$ cat src/hdl/adc_port_defs.vh
// Constants for the converter serial port and result-ready logic
`ifndef ADC_PORT_DEFS_VH
`define ADC_PORT_DEFS_VH

// Register select codes in the communications word
`define RSEL_COMM 3'h0
`define RSEL_SETUP 3'h1
`define RSEL_CLOCK 3'h2
`define RSEL_DATA 3'h3

// Communications word field positions
`define COMM_ZERO_BIT 7
`define COMM_RSEL_HI 6
`define COMM_RSEL_LO 4
`define COMM_READ_BIT 3
`define COMM_STBY_BIT 2

// Register widths in bits
`define CTRL_BITS 5'h08
`define DATA_BITS 5'h10

// Reset values
`define COMM_RESET 8'h00
`define SETUP_RESET 8'h00
`define CLOCK_RESET 8'h00
`define DATA_RESET 16'h0000

// Master-clock periods that ready stays high ahead of an update
`define READY_HOLD_CYCLES 500

// Result buffer shape
`define FIFO_WIDTH 16
`define FIFO_DEPTH 16

`endif

$ cat src/hdl/word_fifo.v
// Synchronous word FIFO with valid/ready on both sides
`default_nettype none

module word_fifo #(
    parameter WIDTH = 16,
    parameter DEPTH = 16,
    parameter ADDR_W = 4
) (
    // Clock and reset
    input wire clock_i,
    input wire reset_n_i,
    // Filling side
    input wire in_valid_i,
    output reg in_ready_o,
    input wire [WIDTH-1:0] in_data_i,
    // Draining side
    output wire out_valid_o,
    input wire out_ready_i,
    output wire [WIDTH-1:0] out_data_o
);
    // Storage array
    reg [WIDTH-1:0] mem [0:DEPTH-1];
    // Read and write pointers
    reg [ADDR_W-1:0] wr_ptr;
    reg [ADDR_W-1:0] rd_ptr;
    // Words held
    reg [ADDR_W:0] count;
    wire push = in_valid_i & in_ready_o;
    wire pop = out_valid_o & out_ready_i;
    wire [ADDR_W:0] next_count = count + {{ADDR_W{1'b0}}, push} - {{ADDR_W{1'b0}}, pop};

    assign out_valid_o = (count != {(ADDR_W+1){1'b0}});
    assign out_data_o = mem[rd_ptr];

    // Array write, no reset needed
    always @(posedge clock_i) begin
        if (push) begin
            mem[wr_ptr] <= in_data_i;
        end
    end

    // Pointers, count and registered ready
    always @(posedge clock_i or negedge reset_n_i) begin
        if (!reset_n_i) begin
            wr_ptr <= {ADDR_W{1'b0}};
            rd_ptr <= {ADDR_W{1'b0}};
            count <= {(ADDR_W+1){1'b0}};
            in_ready_o <= 1'b0;
        end else begin
            if (push) begin
                wr_ptr <= (wr_ptr == DEPTH[ADDR_W-1:0] - 1'b1) ? {ADDR_W{1'b0}} : wr_ptr + 1'b1;
            end
            if (pop) begin
                rd_ptr <= (rd_ptr == DEPTH[ADDR_W-1:0] - 1'b1) ? {ADDR_W{1'b0}} : rd_ptr + 1'b1;
            end
            count <= next_count;
            // Full shows one cycle after the last push, never overflows
            in_ready_o <= (next_count != DEPTH[ADDR_W:0]);
        end
    end
endmodule

`default_nettype wire

$ cat src/hdl/adc_serial_port.v
// Serial register port and result-ready signalling of the converter
`include "adc_port_defs.vh"
`default_nettype none

// How the port behaves, in short:
// The host clocks a command byte, then one operation word. A read
// returns the register that the command selects, most significant
// bit first; a write lands in setup, clock or communications.
// The data register word is 16 bits and cannot be written: a
// write to it is clocked in at full width and then discarded.
// Host pins pass two flops, so each serial clock phase must last
// several master clocks; a whole data read must also fit inside the hold period.
// A command byte with its top bit set is dropped, so a host that
// lost framing can clock ones until it is back in step.
// Deselecting mid-operation only restarts the bit count; the
// pending operation still waits for its full word.
// An unread result is replaced only after ready has been high for
// the hold period, so a host polling ready never reads mid-update.
module adc_serial_port #(
    parameter WORD_W = `FIFO_WIDTH,
    parameter DEPTH = `FIFO_DEPTH,
    parameter ADDR_W = 4,
    parameter HOLD_CYCLES = `READY_HOLD_CYCLES
) (
    // Master clock and reset
    input wire clock_i,
    input wire reset_n_i,
    // Serial pins from the host
    input wire sclk_i,
    input wire cs_n_i,
    input wire din_i,
    // Serial pins to the host
    output reg dout_o,
    output reg result_ready_n_o,
    // Conversion results from the filter
    input wire sample_valid_i,
    output wire sample_ready_o,
    input wire [WORD_W-1:0] sample_data_i,
    // Calibration finished pulse
    input wire cal_done_i,
    // Control registers towards the converter core
    output reg [7:0] setup_o,
    output reg [7:0] clock_o,
    output reg standby_o
);
    // Update sequencer states
    // Idle waits for a buffered word; hold keeps ready high first
    localparam UPD_IDLE = 1'b0;
    localparam UPD_HOLD = 1'b1;
    // Port phases: waiting for a command, or doing one
    localparam PH_CMD = 1'b0;
    localparam PH_OP = 1'b1;

    // Bit count of the register picked by a select code
    function [4:0] reg_bits;
        input [2:0] rsel;
        begin
            reg_bits = (rsel == `RSEL_DATA) ? `DATA_BITS : `CTRL_BITS;
        end
    endfunction

    // Synchroniser stages for the host pins
    reg sclk_s1, sclk_s2, sclk_s3;
    reg cs_s1, cs_s2;
    reg din_s1, din_s2;
    // Communications register
    reg [7:0] comm;
    // Data register holding the latest result
    reg [WORD_W-1:0] data_reg;
    // Result not yet read by the host
    // Decides whether the next update needs the ready hold
    reg data_unread;
    // Shift registers and bit counter
    reg [15:0] in_shift;
    reg [15:0] out_shift;
    reg [4:0] bit_cnt;
    reg phase;
    // Update sequencer
    reg upd_state;
    // Hold counter, wide enough for the default hold length
    reg [9:0] hold_cnt;
    // Buffer draining side
    wire fifo_valid;
    wire [WORD_W-1:0] fifo_data;
    reg load_data;

    // Register fields of the current command
    wire [2:0] cur_rsel = comm[`COMM_RSEL_HI:`COMM_RSEL_LO];
    wire cur_read = comm[`COMM_READ_BIT];
    wire [4:0] cur_bits = reg_bits(cur_rsel);
    // Edges seen only while selected
    wire selected = ~cs_s2;
    wire sclk_rise = selected & sclk_s2 & ~sclk_s3;
    wire sclk_fall = selected & ~sclk_s2 & sclk_s3;
    // A data read is under way
    wire reading_data = (phase == PH_OP) & cur_read & (cur_rsel == `RSEL_DATA);
    // Last bit of a word arrives on this edge
    wire cmd_done = sclk_rise & (phase == PH_CMD) & (bit_cnt == `CTRL_BITS - 5'h01);
    wire op_done = sclk_rise & (phase == PH_OP) & (bit_cnt == cur_bits - 5'h01);
    wire data_read_done = op_done & reading_data;
    // Received command word including the bit on this edge
    wire [7:0] cmd_word = {in_shift[6:0], din_s2};

    // Result buffer between the filter and the data register
    word_fifo #(
        .WIDTH(WORD_W),
        .DEPTH(DEPTH),
        .ADDR_W(ADDR_W)
    ) result_fifo (
        .clock_i(clock_i),
        .reset_n_i(reset_n_i),
        .in_valid_i(sample_valid_i),
        .in_ready_o(sample_ready_o),
        .in_data_i(sample_data_i),
        .out_valid_o(fifo_valid),
        .out_ready_i(load_data),
        .out_data_o(fifo_data)
    );

    always @(posedge clock_i or negedge reset_n_i) begin
        if (!reset_n_i) begin
            sclk_s1 <= 1'b1;
            sclk_s2 <= 1'b1;
            sclk_s3 <= 1'b1;
            cs_s1 <= 1'b1;
            cs_s2 <= 1'b1;
            din_s1 <= 1'b0;
            din_s2 <= 1'b0;
        end else begin
            // Pins are asynchronous; two flops before any logic reads them
            sclk_s1 <= sclk_i;
            sclk_s2 <= sclk_s1;
            // Edge reference, reads only the settled stage
            sclk_s3 <= sclk_s2;
            cs_s1 <= cs_n_i;
            cs_s2 <= cs_s1;
            din_s1 <= din_i;
            din_s2 <= din_s1;
        end
    end

    // Serial framing, command decode and register writes
    // Deselect restarts the bit count only; a pending operation survives
    always @(posedge clock_i or negedge reset_n_i) begin
        if (!reset_n_i) begin
            comm <= `COMM_RESET;
            setup_o <= `SETUP_RESET;
            clock_o <= `CLOCK_RESET;
            standby_o <= 1'b0;
            in_shift <= 16'h0000;
            bit_cnt <= 5'h00;
            phase <= PH_CMD;
        end else if (!selected) begin
            bit_cnt <= 5'h00;
        end else if (sclk_rise) begin
            // Host drives data for sampling on the rising edge
            in_shift <= {in_shift[14:0], din_s2};
            if (cmd_done) begin
                bit_cnt <= 5'h00;
                // A command must start with a zero bit, else keep waiting
                if (!cmd_word[`COMM_ZERO_BIT]) begin
                    comm <= cmd_word;
                    // Standby follows every accepted command byte
                    standby_o <= cmd_word[`COMM_STBY_BIT];
                    phase <= PH_OP;
                end
            end else if (op_done) begin
                bit_cnt <= 5'h00;
                phase <= PH_CMD;
                if (!cur_read) begin
                    case (cur_rsel)
                        `RSEL_COMM: begin
                            comm <= {1'b0, cmd_word[6:0]};
                            // A direct comms write also sets standby
                            standby_o <= cmd_word[`COMM_STBY_BIT];
                        end
                        `RSEL_SETUP: begin
                            setup_o <= cmd_word;
                        end
                        `RSEL_CLOCK: begin
                            clock_o <= cmd_word;
                        end
                        default: begin
                            // Data register and unused codes ignore writes
                        end
                    endcase
                end
            end else begin
                bit_cnt <= bit_cnt + 5'h01;
            end
        end
    end

    // Output shift register, loaded as a read command completes
    // Loading on the last command edge leaves half a clock before bit one
    always @(posedge clock_i or negedge reset_n_i) begin
        if (!reset_n_i) begin
            out_shift <= 16'h0000;
            dout_o <= 1'b1;
        end else if (cmd_done && !cmd_word[`COMM_ZERO_BIT] && cmd_word[`COMM_READ_BIT]) begin
            case (cmd_word[`COMM_RSEL_HI:`COMM_RSEL_LO])
                `RSEL_COMM: begin
                    // Comms readback shows ready in bit 7 over the command byte just received
                    out_shift <= {result_ready_n_o, cmd_word[6:0], 8'h00};
                end
                `RSEL_SETUP: begin
                    out_shift <= {setup_o, 8'h00};
                end
                `RSEL_CLOCK: begin
                    out_shift <= {clock_o, 8'h00};
                end
                `RSEL_DATA: begin
                    out_shift <= data_reg;
                end
                default: begin
                    out_shift <= 16'h0000;
                end
            endcase
        end else if (sclk_fall && phase == PH_OP && cur_read) begin
            // next bit out on the falling edge
            dout_o <= out_shift[15];
            out_shift <= {out_shift[14:0], 1'b0};
        end else if (!selected) begin
            // Idle level between frames
            dout_o <= 1'b1;
        end
    end

    // Update sequencer moving buffered results into the data register
    // A running data read stalls a load from idle; the load that ends a hold goes ahead
    always @(posedge clock_i or negedge reset_n_i) begin
        if (!reset_n_i) begin
            upd_state <= UPD_IDLE;
            hold_cnt <= 10'h000;
            load_data <= 1'b0;
            data_reg <= `DATA_RESET;
        end else begin
            load_data <= 1'b0;
            case (upd_state)
                UPD_IDLE: begin
                    // wait while a data read runs
                    if (fifo_valid && !load_data && !reading_data) begin
                        if (data_unread) begin
                            upd_state <= UPD_HOLD;
                            hold_cnt <= 10'h000;
                        end else begin
                            data_reg <= fifo_data;
                            load_data <= 1'b1;
                        end
                    end
                end
                UPD_HOLD: begin
                    // count the hold period
                    // Data lands on the last hold cycle, ready falls one later
                    if (hold_cnt == HOLD_CYCLES[9:0] - 10'h001) begin
                        upd_state <= UPD_IDLE;
                        data_reg <= fifo_data;
                        load_data <= 1'b1;
                    end else begin
                        hold_cnt <= hold_cnt + 10'h001;
                    end
                end
                default: begin
                    upd_state <= UPD_IDLE;
                end
            endcase
        end
    end

    // Ready output; later assignments win, so new data beats a clear
    // Calibration end shows as ready low without marking data unread
    always @(posedge clock_i or negedge reset_n_i) begin
        if (!reset_n_i) begin
            result_ready_n_o <= 1'b1;
            data_unread <= 1'b0;
        end else begin
            if (data_read_done) begin
                result_ready_n_o <= 1'b1;
                data_unread <= 1'b0;
            end
            // Same condition the sequencer uses to enter the hold
            if (upd_state == UPD_IDLE && fifo_valid && !load_data && !reading_data
                && data_unread) begin
                result_ready_n_o <= 1'b1;
            end
            if (cal_done_i) begin
                result_ready_n_o <= 1'b0;
            end
            if (load_data) begin
                result_ready_n_o <= 1'b0;
                data_unread <= 1'b1;
            end
        end
    end
endmodule

`default_nettype wire

$ cat config.mk
export PLATFORM = sky130hd
export DESIGN_NAME = adc_serial_port
export DESIGN_NICKNAME = d
export VERILOG_FILES = /design/src/hdl/word_fifo.v /design/src/hdl/adc_serial_port.v
export VERILOG_INCLUDE_DIRS = /design/src /design/src/hdl
export SDC_FILE = /design/constraint.sdc
export NUM_CORES = 1
export LEC_CHECK = 0
export BUFFER_PORTS_ARGS = -buffer_cell sky130_fd_sc_hd__buf_2
export CAP_MARGIN = 40
export CORE_MARGIN = 2
export CORE_UTILIZATION = 55
export CTS_BUF_LIST = sky130_fd_sc_hd__clkbuf_4
export CTS_CLUSTER_DIAMETER = 50
export DETAILED_ROUTE_END_ITERATION = 12
export PLACE_DENSITY = 0.72
export SLEW_MARGIN = 5
export SYNTH_ARGS = -nofsm -noshare
export SYNTH_HDL_FRONTEND = slang
export SYNTH_SLANG_ARGS = --single-unit
$ cat constraint.sdc
create_clock -name clock_i -period 5.95 [get_ports clock_i]
set_clock_uncertainty 0.15 [all_clocks]
set_input_delay 0.2975 -clock clock_i [delete_from_list [all_inputs] [get_ports clock_i]]
set_output_delay 0.2975 -clock clock_i [all_outputs]
set_load 0.005 [all_outputs]
# [Word level (Yosys, flattened, before mapping)]
# Memories as Yosys holds them, arrays and structs flattened.
# Index checks and enable logic that the tools add are counted.
[classes] n_eq_ne=19 reduce_logical=31 n_addsub=7 magnitude_cmp=0 n_div=0 n_bitwise=21 multipliers=0 mux=49 shift=0
[ops] operator="16-bit 2-to-1 mux" count=5
[ops] operator="16-bit case mux with 4 select lines" count=1
[ops] operator="7-bit 2-to-1 mux" count=5
[ops] operator="16-bit case mux with 2 select lines" count=1
[ops] operator="10-bit 2-to-1 mux" count=3
[ops] operator="5-bit 2-to-1 mux" count=5
[ops] operator="1-bit 2-to-1 mux" count=24
[ops] operator="10-bit case mux with 2 select lines" count=1
[ops] operator="6-bit AND reduction" count=3
[ops] operator="1-bit bitwise AND" count=13
[ops] operator="3-bit by 2-bit == test with 1-bit output (second input constant)" count=4
[ops] operator="2-bit nonzero test" count=6
[ops] operator="10-bit by 1-bit adder with 10-bit output (second input constant)" count=1
[ops] operator="10-bit by 9-bit == test with 1-bit output (second input constant)" count=1
[ops] operator="1-bit logical AND" count=10
[ops] operator="2-bit inequality test (second input constant)" count=5
[ops] operator="4-bit by 1-bit adder with 4-bit output (second input constant)" count=2
[ops] operator="4-bit == test (second input constant)" count=2
[ops] operator="4-bit 2-to-1 mux" count=2
[ops] operator="1-bit NOT" count=8
[ops] operator="3-bit by 1-bit == test with 1-bit output (second input constant)" count=2
[ops] operator="3-bit zero test" count=2
[ops] operator="3-bit AND reduction" count=2
[ops] operator="5-bit by 1-bit adder with 5-bit output" count=1
[ops] operator="other kinds (13)" count=18
[totals] latchBits=0 rom_bits=0 memories=1 ramBits=256 ff_bits=105 elab_cells=155 inputBits=23 out_inout_bits=20
[mem_list] name="result_fifo.mem" words=16 width=16 read_ports=1 rd_clocked_by_memory_dff=0 wr=1 line="word_fifo.v:22" source="reg [WIDTH-1:0] mem [0:DEPTH-1];"

# [Depth between registers and ports, before layout]
[depth] word_depth=10 mapped_depth=14 depth_no_buf=13

# [Hierarchy]
# From an unflattened synthesis, not the netlist that was laid out.
[unflattened] hier_cells=864 hier_area_um2=14639.0
[modules_own_cells] mod="word_fifo" instances=1 seq_area_each_um2=8037.7 area_per_inst_um2=10664.0 cells_each=554
[modules_own_cells] mod="adc_serial_port" instances=1 seq_area_each_um2=2210.9 area_per_inst_um2=3975.1 cells_each=310

# [Worst setup path after synthesis]
# Ideal clock, no wire load.
[synth_path] path_type="reg2reg" startpoint="register result_fifo.count[3]" endpoint="register result_fifo.count[4]" setup_ps=119 arrival_ps=2910 required_time_ps=5681 stages_incl_launch_ff=15 path_slack_ps=2771 period_less_slack_ps=3179 path_buffers=1 cell_sequence="dfrtp_1 inv_1 ha_1 or4b_2 and2_1 clkbuf_1 ha_1 inv_1 ha_1 inv_1 fa_1 nand2b_1 a21oi_1 o21ai_0 and2_1"
[synth_between] elab_chain_len=3 elab_cells_between_ends=4 classes_between="add/sub (2); bitwise (1); reduce/logical (1)"
[synth_rtl] element="from (decl)" line="word_fifo.v:27" source="reg [ADDR_W:0] count;"
[synth_rtl] element="from (signal assigned)" line="word_fifo.v:47" source="count <= {(ADDR_W+1){1'b0}};"
[synth_rtl] element="from (signal assigned)" line="word_fifo.v:56" source="count <= next_count;"
[synth_rtl] element="5-bit nonzero test" line="word_fifo.v:32" source="assign out_valid_o = (count != {(ADDR_W+1){1'b0}});"
[synth_rtl] element="1-bit bitwise AND" line="word_fifo.v:29" source="wire pop = out_valid_o & out_ready_i;"
[synth_rtl] element="via result_fifo.pop" line="word_fifo.v:29"
[synth_rtl] element="5-bit by 1-bit subtractor with 5-bit output" line="word_fifo.v:30" source="wire [ADDR_W:0] next_count = count + {{ADDR_W{1'b0}}, push} - {{ADDR_W{1'b0}}, pop};"
[synth_rtl] element="via result_fifo.next_count[4]" line="word_fifo.v:30"
# The timed path passes the listed nets, and every way through them passes these cells.
# A chain may end at the register's enable or synchronous reset.

# [Worst setup path in the final report]
[layout_path] startpoint="register result_fifo.count[2]" endpoint="register result_fifo.in_ready_o"
[layout_between] elab_chain_len=4 elab_cells_between_ends=5 classes_between="add/sub (2); eq/ne (1); bitwise (1); reduce/logical (1)"
[layout_rtl] element="parallel branches: the longest is 2 deep, another holds 5-bit by 1-bit adder with 5-bit output"
[layout_rtl] element="5-bit by 1-bit subtractor with 5-bit output (*)" line="word_fifo.v:30"
[layout_rtl] element="5-bit inequality test (*)" line="word_fifo.v:58" source="in_ready_o <= (next_count != DEPTH[ADDR_W:0]);"
[layout_rtl] element="to (signal assigned)" line="word_fifo.v:58"
[layout_rtl] element="to (decl)" line="word_fifo.v:14" source="output reg in_ready_o,"
# Every way passes the cells marked *.

==> key figures <==
Yosys
  – Main synth FF type: edfxtp_1
  – Synth Cell Area: 14500 sq um
  – Syn nets: 835
  – Synth async-reset ratio: 0.285
  – Yosys reg bits: 358
  – Distinct cells, synth: 56
  – Post-synthesis sequential area ratio: 0.706
  – Syn Area/Cell: around 18 sq um
  – Mapped Cells: 798
  – EDFF count, synth: 256
  – YS warnings: 0

Power and ir drop
  – Leakage: 6.34 nW
  – Comb power frac: 0.114
  – Max VDD drop: about 0.25 mV
  – Pint: 4.29 mW
  – Pwr Density: 343 nW/um^2
  – Switching share of power: 0.255
  – Sw power: 1.47 mW
  – Share of total power in the clock network: 0.353
  – Sequential share of power: 0.533

Place
  – Placement Setup Slack: 2.62 ns
  – Dpl hpwl: slightly below 20 mm
  – I/O Buffers: 42
  – Global placer's final weighted congestion: 0.739

STA
  – Fin crit share: 0.558
  – Achievable Freq: 301 MHz
  – Setup TNS: 0 ns
  – Final setup margin: 2.63 ns
  – Slew headroom: 0.383
  – Worst-Margin Slew: just over 0.9 ns
  – RSZ-0062 raised after global routing: false
  – Fin crit period: 3.32 ns
  – Hold Vio Cnt, Final: 0
  – Final-report setup violation count: 0
  – Slew Limit Fails: 0

CTS
  – # resized after CTS: 0
  – Reg clk slew, reported paths: 0.06 ns
  – TritonCTS clock tree: yes
  – Clk root buf: clkbuf_4
  – Max Root-Sink Buffers: 3
  – Clk Latency, worst-skew pair: 0.72 ns
  – H-tree Lvls: 3
  – CTS Sinks: 358
  – CTS buffer count: between 80 and 90

Route
  – Routed WL per cell: 22.3 microns
  – DR iter-0 viols: 824
  – Final wirelength: 30.0 mm
  – # DRC: 0
  – Drt pass-1 iters: 5
  – Via density per instance: 5.89
  – ANT nets after route: 0
  – Vias: 7928

GRT
  – Largest net degree at the start of global routing: 60
  – Total gr overflow: 0
  – Vias in the first global route: 8404
  – GRT Util Overall: 0.222
  – Initial antenna violation count: 3
  – First-pass GRT wire length: 47.0 mm

Worst setup path
  – Slowest stage cell, crit path: or4b_2
  – Critical-path cell list: inv_1, ha_1, or4b_2, and2_1, ha_1, inv_1, ha_1, inv_1, fa_1, nand2b_1, a21oi_1, or3_1, nand4b_1
  – CP Capture Type: register
  – CP Launch Type: register
  – Crit-path max FO: 4
  – Slowest stage delay, CP: 0.60 ns
  – Worst EP required: 6.35 ns
  – Crit path arrival time: 3.72 ns
  – Kind of critical path: reg -> reg

Layout
  – Share of layout cells above drive strength 1: 0.353
  – Fin nets: a little under 1000
  – Commonest non-fill, non-tap cells in the layout: edfxtp_1 (256), clkbuf_4 (134), dfrtp_1 (93)
  – Area grow syn2layout: 15.6%
  – Number of flip-flops in the largest register: around 260
  – Number of fill cells: 1842
  – Most common cell after layout, fill and taps aside: edfxtp_1

Floorplan
  – Core Area: 26000 sq um
  – Die area: 27700 sq um
  – Boundary Pins: 43
  – Die Wd: 166 microns
  – Starting density of the core: 0.559
  – Die Span Y: 166 microns
  – Row count: 59

Outcome
  – Status: finished, final reports clean

Run
  – Maxcap violations: 0

Worst hold path
  – Hold Crit Class: in -> reg
-- worst paths after layout --
check                                     startpoint                     end  slack [ns]  cells past startpoint
worst min-delay path                          sclk_i                 sclk_s1        0.11                      2
min in group asynchronous                  reset_n_i            out_shift[9]        0.39                      3
worst min register to register                din_s1                  din_s2        0.20                      0
max in group asynchronous                  reset_n_i   result_fifo.rd_ptr[0]        4.26                      4
worst max register to register  result_fifo.count[2]  result_fifo.in_ready_o        2.63                     13
worst max-delay path            result_fifo.count[2]  result_fifo.in_ready_o        2.63                     13
-- power groups by stage --
| stage | Combinational [mW] | Sequential (mW) | Clock, mW |
|---|---|---|---|
| after floorplan | 0.426 | 3.04 | 0 |
| after detailed placement | 0.642 | 3.12 | 0 |
| after global routing | 0.711 | 3.09 | 2.21 |
| final | 0.655 | 3.07 | 2.03 |
| after global placement | 0.553 | 3.10 | 0 |
| after CTS | 0.660 | 3.07 | 2.09 |
-- cells by family (layout without fill, tap and decap cells) --
family,count (synthesis),count (layout),share of synthesized area
xor gates and xnor gates,14,14,0.00844
muxes,120,120,0.149
and+or+nand+nor,142,142,0.0584
DFF,358,358,0.706
other,0,3,0
adders and majority gates,14,14,0.0126
buffers and inverters,62,273,0.0193
AOI/OAI and AO/OA,88,88,0.0461
-- per-layer routing --
metal	part of all wire	vias to the layer above	wire length (microns)	track usage
met5	0	-	0	0
met3	0.060	71	1790	0.0444
met4	0.025	0	755	0.0813
li1	-	3511	-	-
met2	0.52	280	15600	0.381
met1	0.40	4066	11900	0.284
-- what timing repair did --
action                                 in CTS  in global routing
buffers inserted                            0                  0
hold buffers                               24                  0
endpoints found under the hold margin     307                  0
-- Yosys cell counts (all sizes together), types with 2 or more instances --
cell type | number | area, sq um
o31ai | 3 | 22.5
mux2 | 48 | 574
o21ai | 15 | 75.1
nand3b | 3 | 22.5
and3 | 12 | 75.1
inv | 24 | 90.1
nand4bb | 2 | 22.5
or3 | 5 | 31.3
nand2b | 2 | 12.5
nand2 | 38 | 143
ha | 13 | 163
a211o | 7 | 61.3
buf | 16 | 106
dfrtp | 95 | 2380
mux2i | 3 | 42.5
xnor2 | 6 | 52.6
mux4 | 69 | 1550
nor2 | 13 | 48.8
a22oi | 35 | 263
nand3 | 8 | 40.0
dfstp | 7 | 184
and2 | 15 | 93.8
xor2 | 8 | 70.1
nor2b | 4 | 25.0
a2111oi | 2 | 55.1
nor3b | 11 | 109
nand4 | 6 | 67.6
nand4b | 2 | 17.5
or4b | 2 | 20.0
edfxtp | 256 | 7690
a221o | 8 | 80.1
clkbuf | 22 | 83.8
a21oi | 11 | 55.1
a21o | 2 | 15.0
nor3 | 14 | 70.1
-- area by class of cell --
class | count | area (sq um) | area share
Sequential cell | 358 | 10300 | 0.611
Inverter | 24 | 90.1 | 0.00537
Multi-Input combinational cell | 378 | 4000 | 0.238
Tap cell | 335 | 419 | 0.0250
Clock inverter | 21 | 136 | 0.00812
Timing Repair Buffer | 94 | 877 | 0.0522
Clock buffer | 134 | 1010 | 0.0599
Antenna cell | 3 | 7.51 | 0.000447
-- through the flow --
step,total power [mW],hold WS [ns],area (sq um),utilization,instances
floorplan,3.47,-0.148,14500,-,798
global placement,3.65,0.186,15000,0.578,1141
detailed placement,3.76,0.186,15400,0.592,1165
CTS,5.81,0.0536,16800,0.646,1344
global route,6.01,0.0581,16800,0.646,1346
finish,5.76,0.108,16800,0.646,1347
-- critical path, delay by kind of cell, from the launching register on --
| kind | cells | cell delay, ns |
|---|---|---|
| and+or+nand+nor | 5 | 1.23 |
| adders and majority gates | 4 | 1.03 |
| DFF | 1 | 0.39 |
| buffers and inverters | 3 | 0.22 |
| AOI/OAI and AO/OA | 1 | 0.16 |
(Power assumes the default switching activity.)
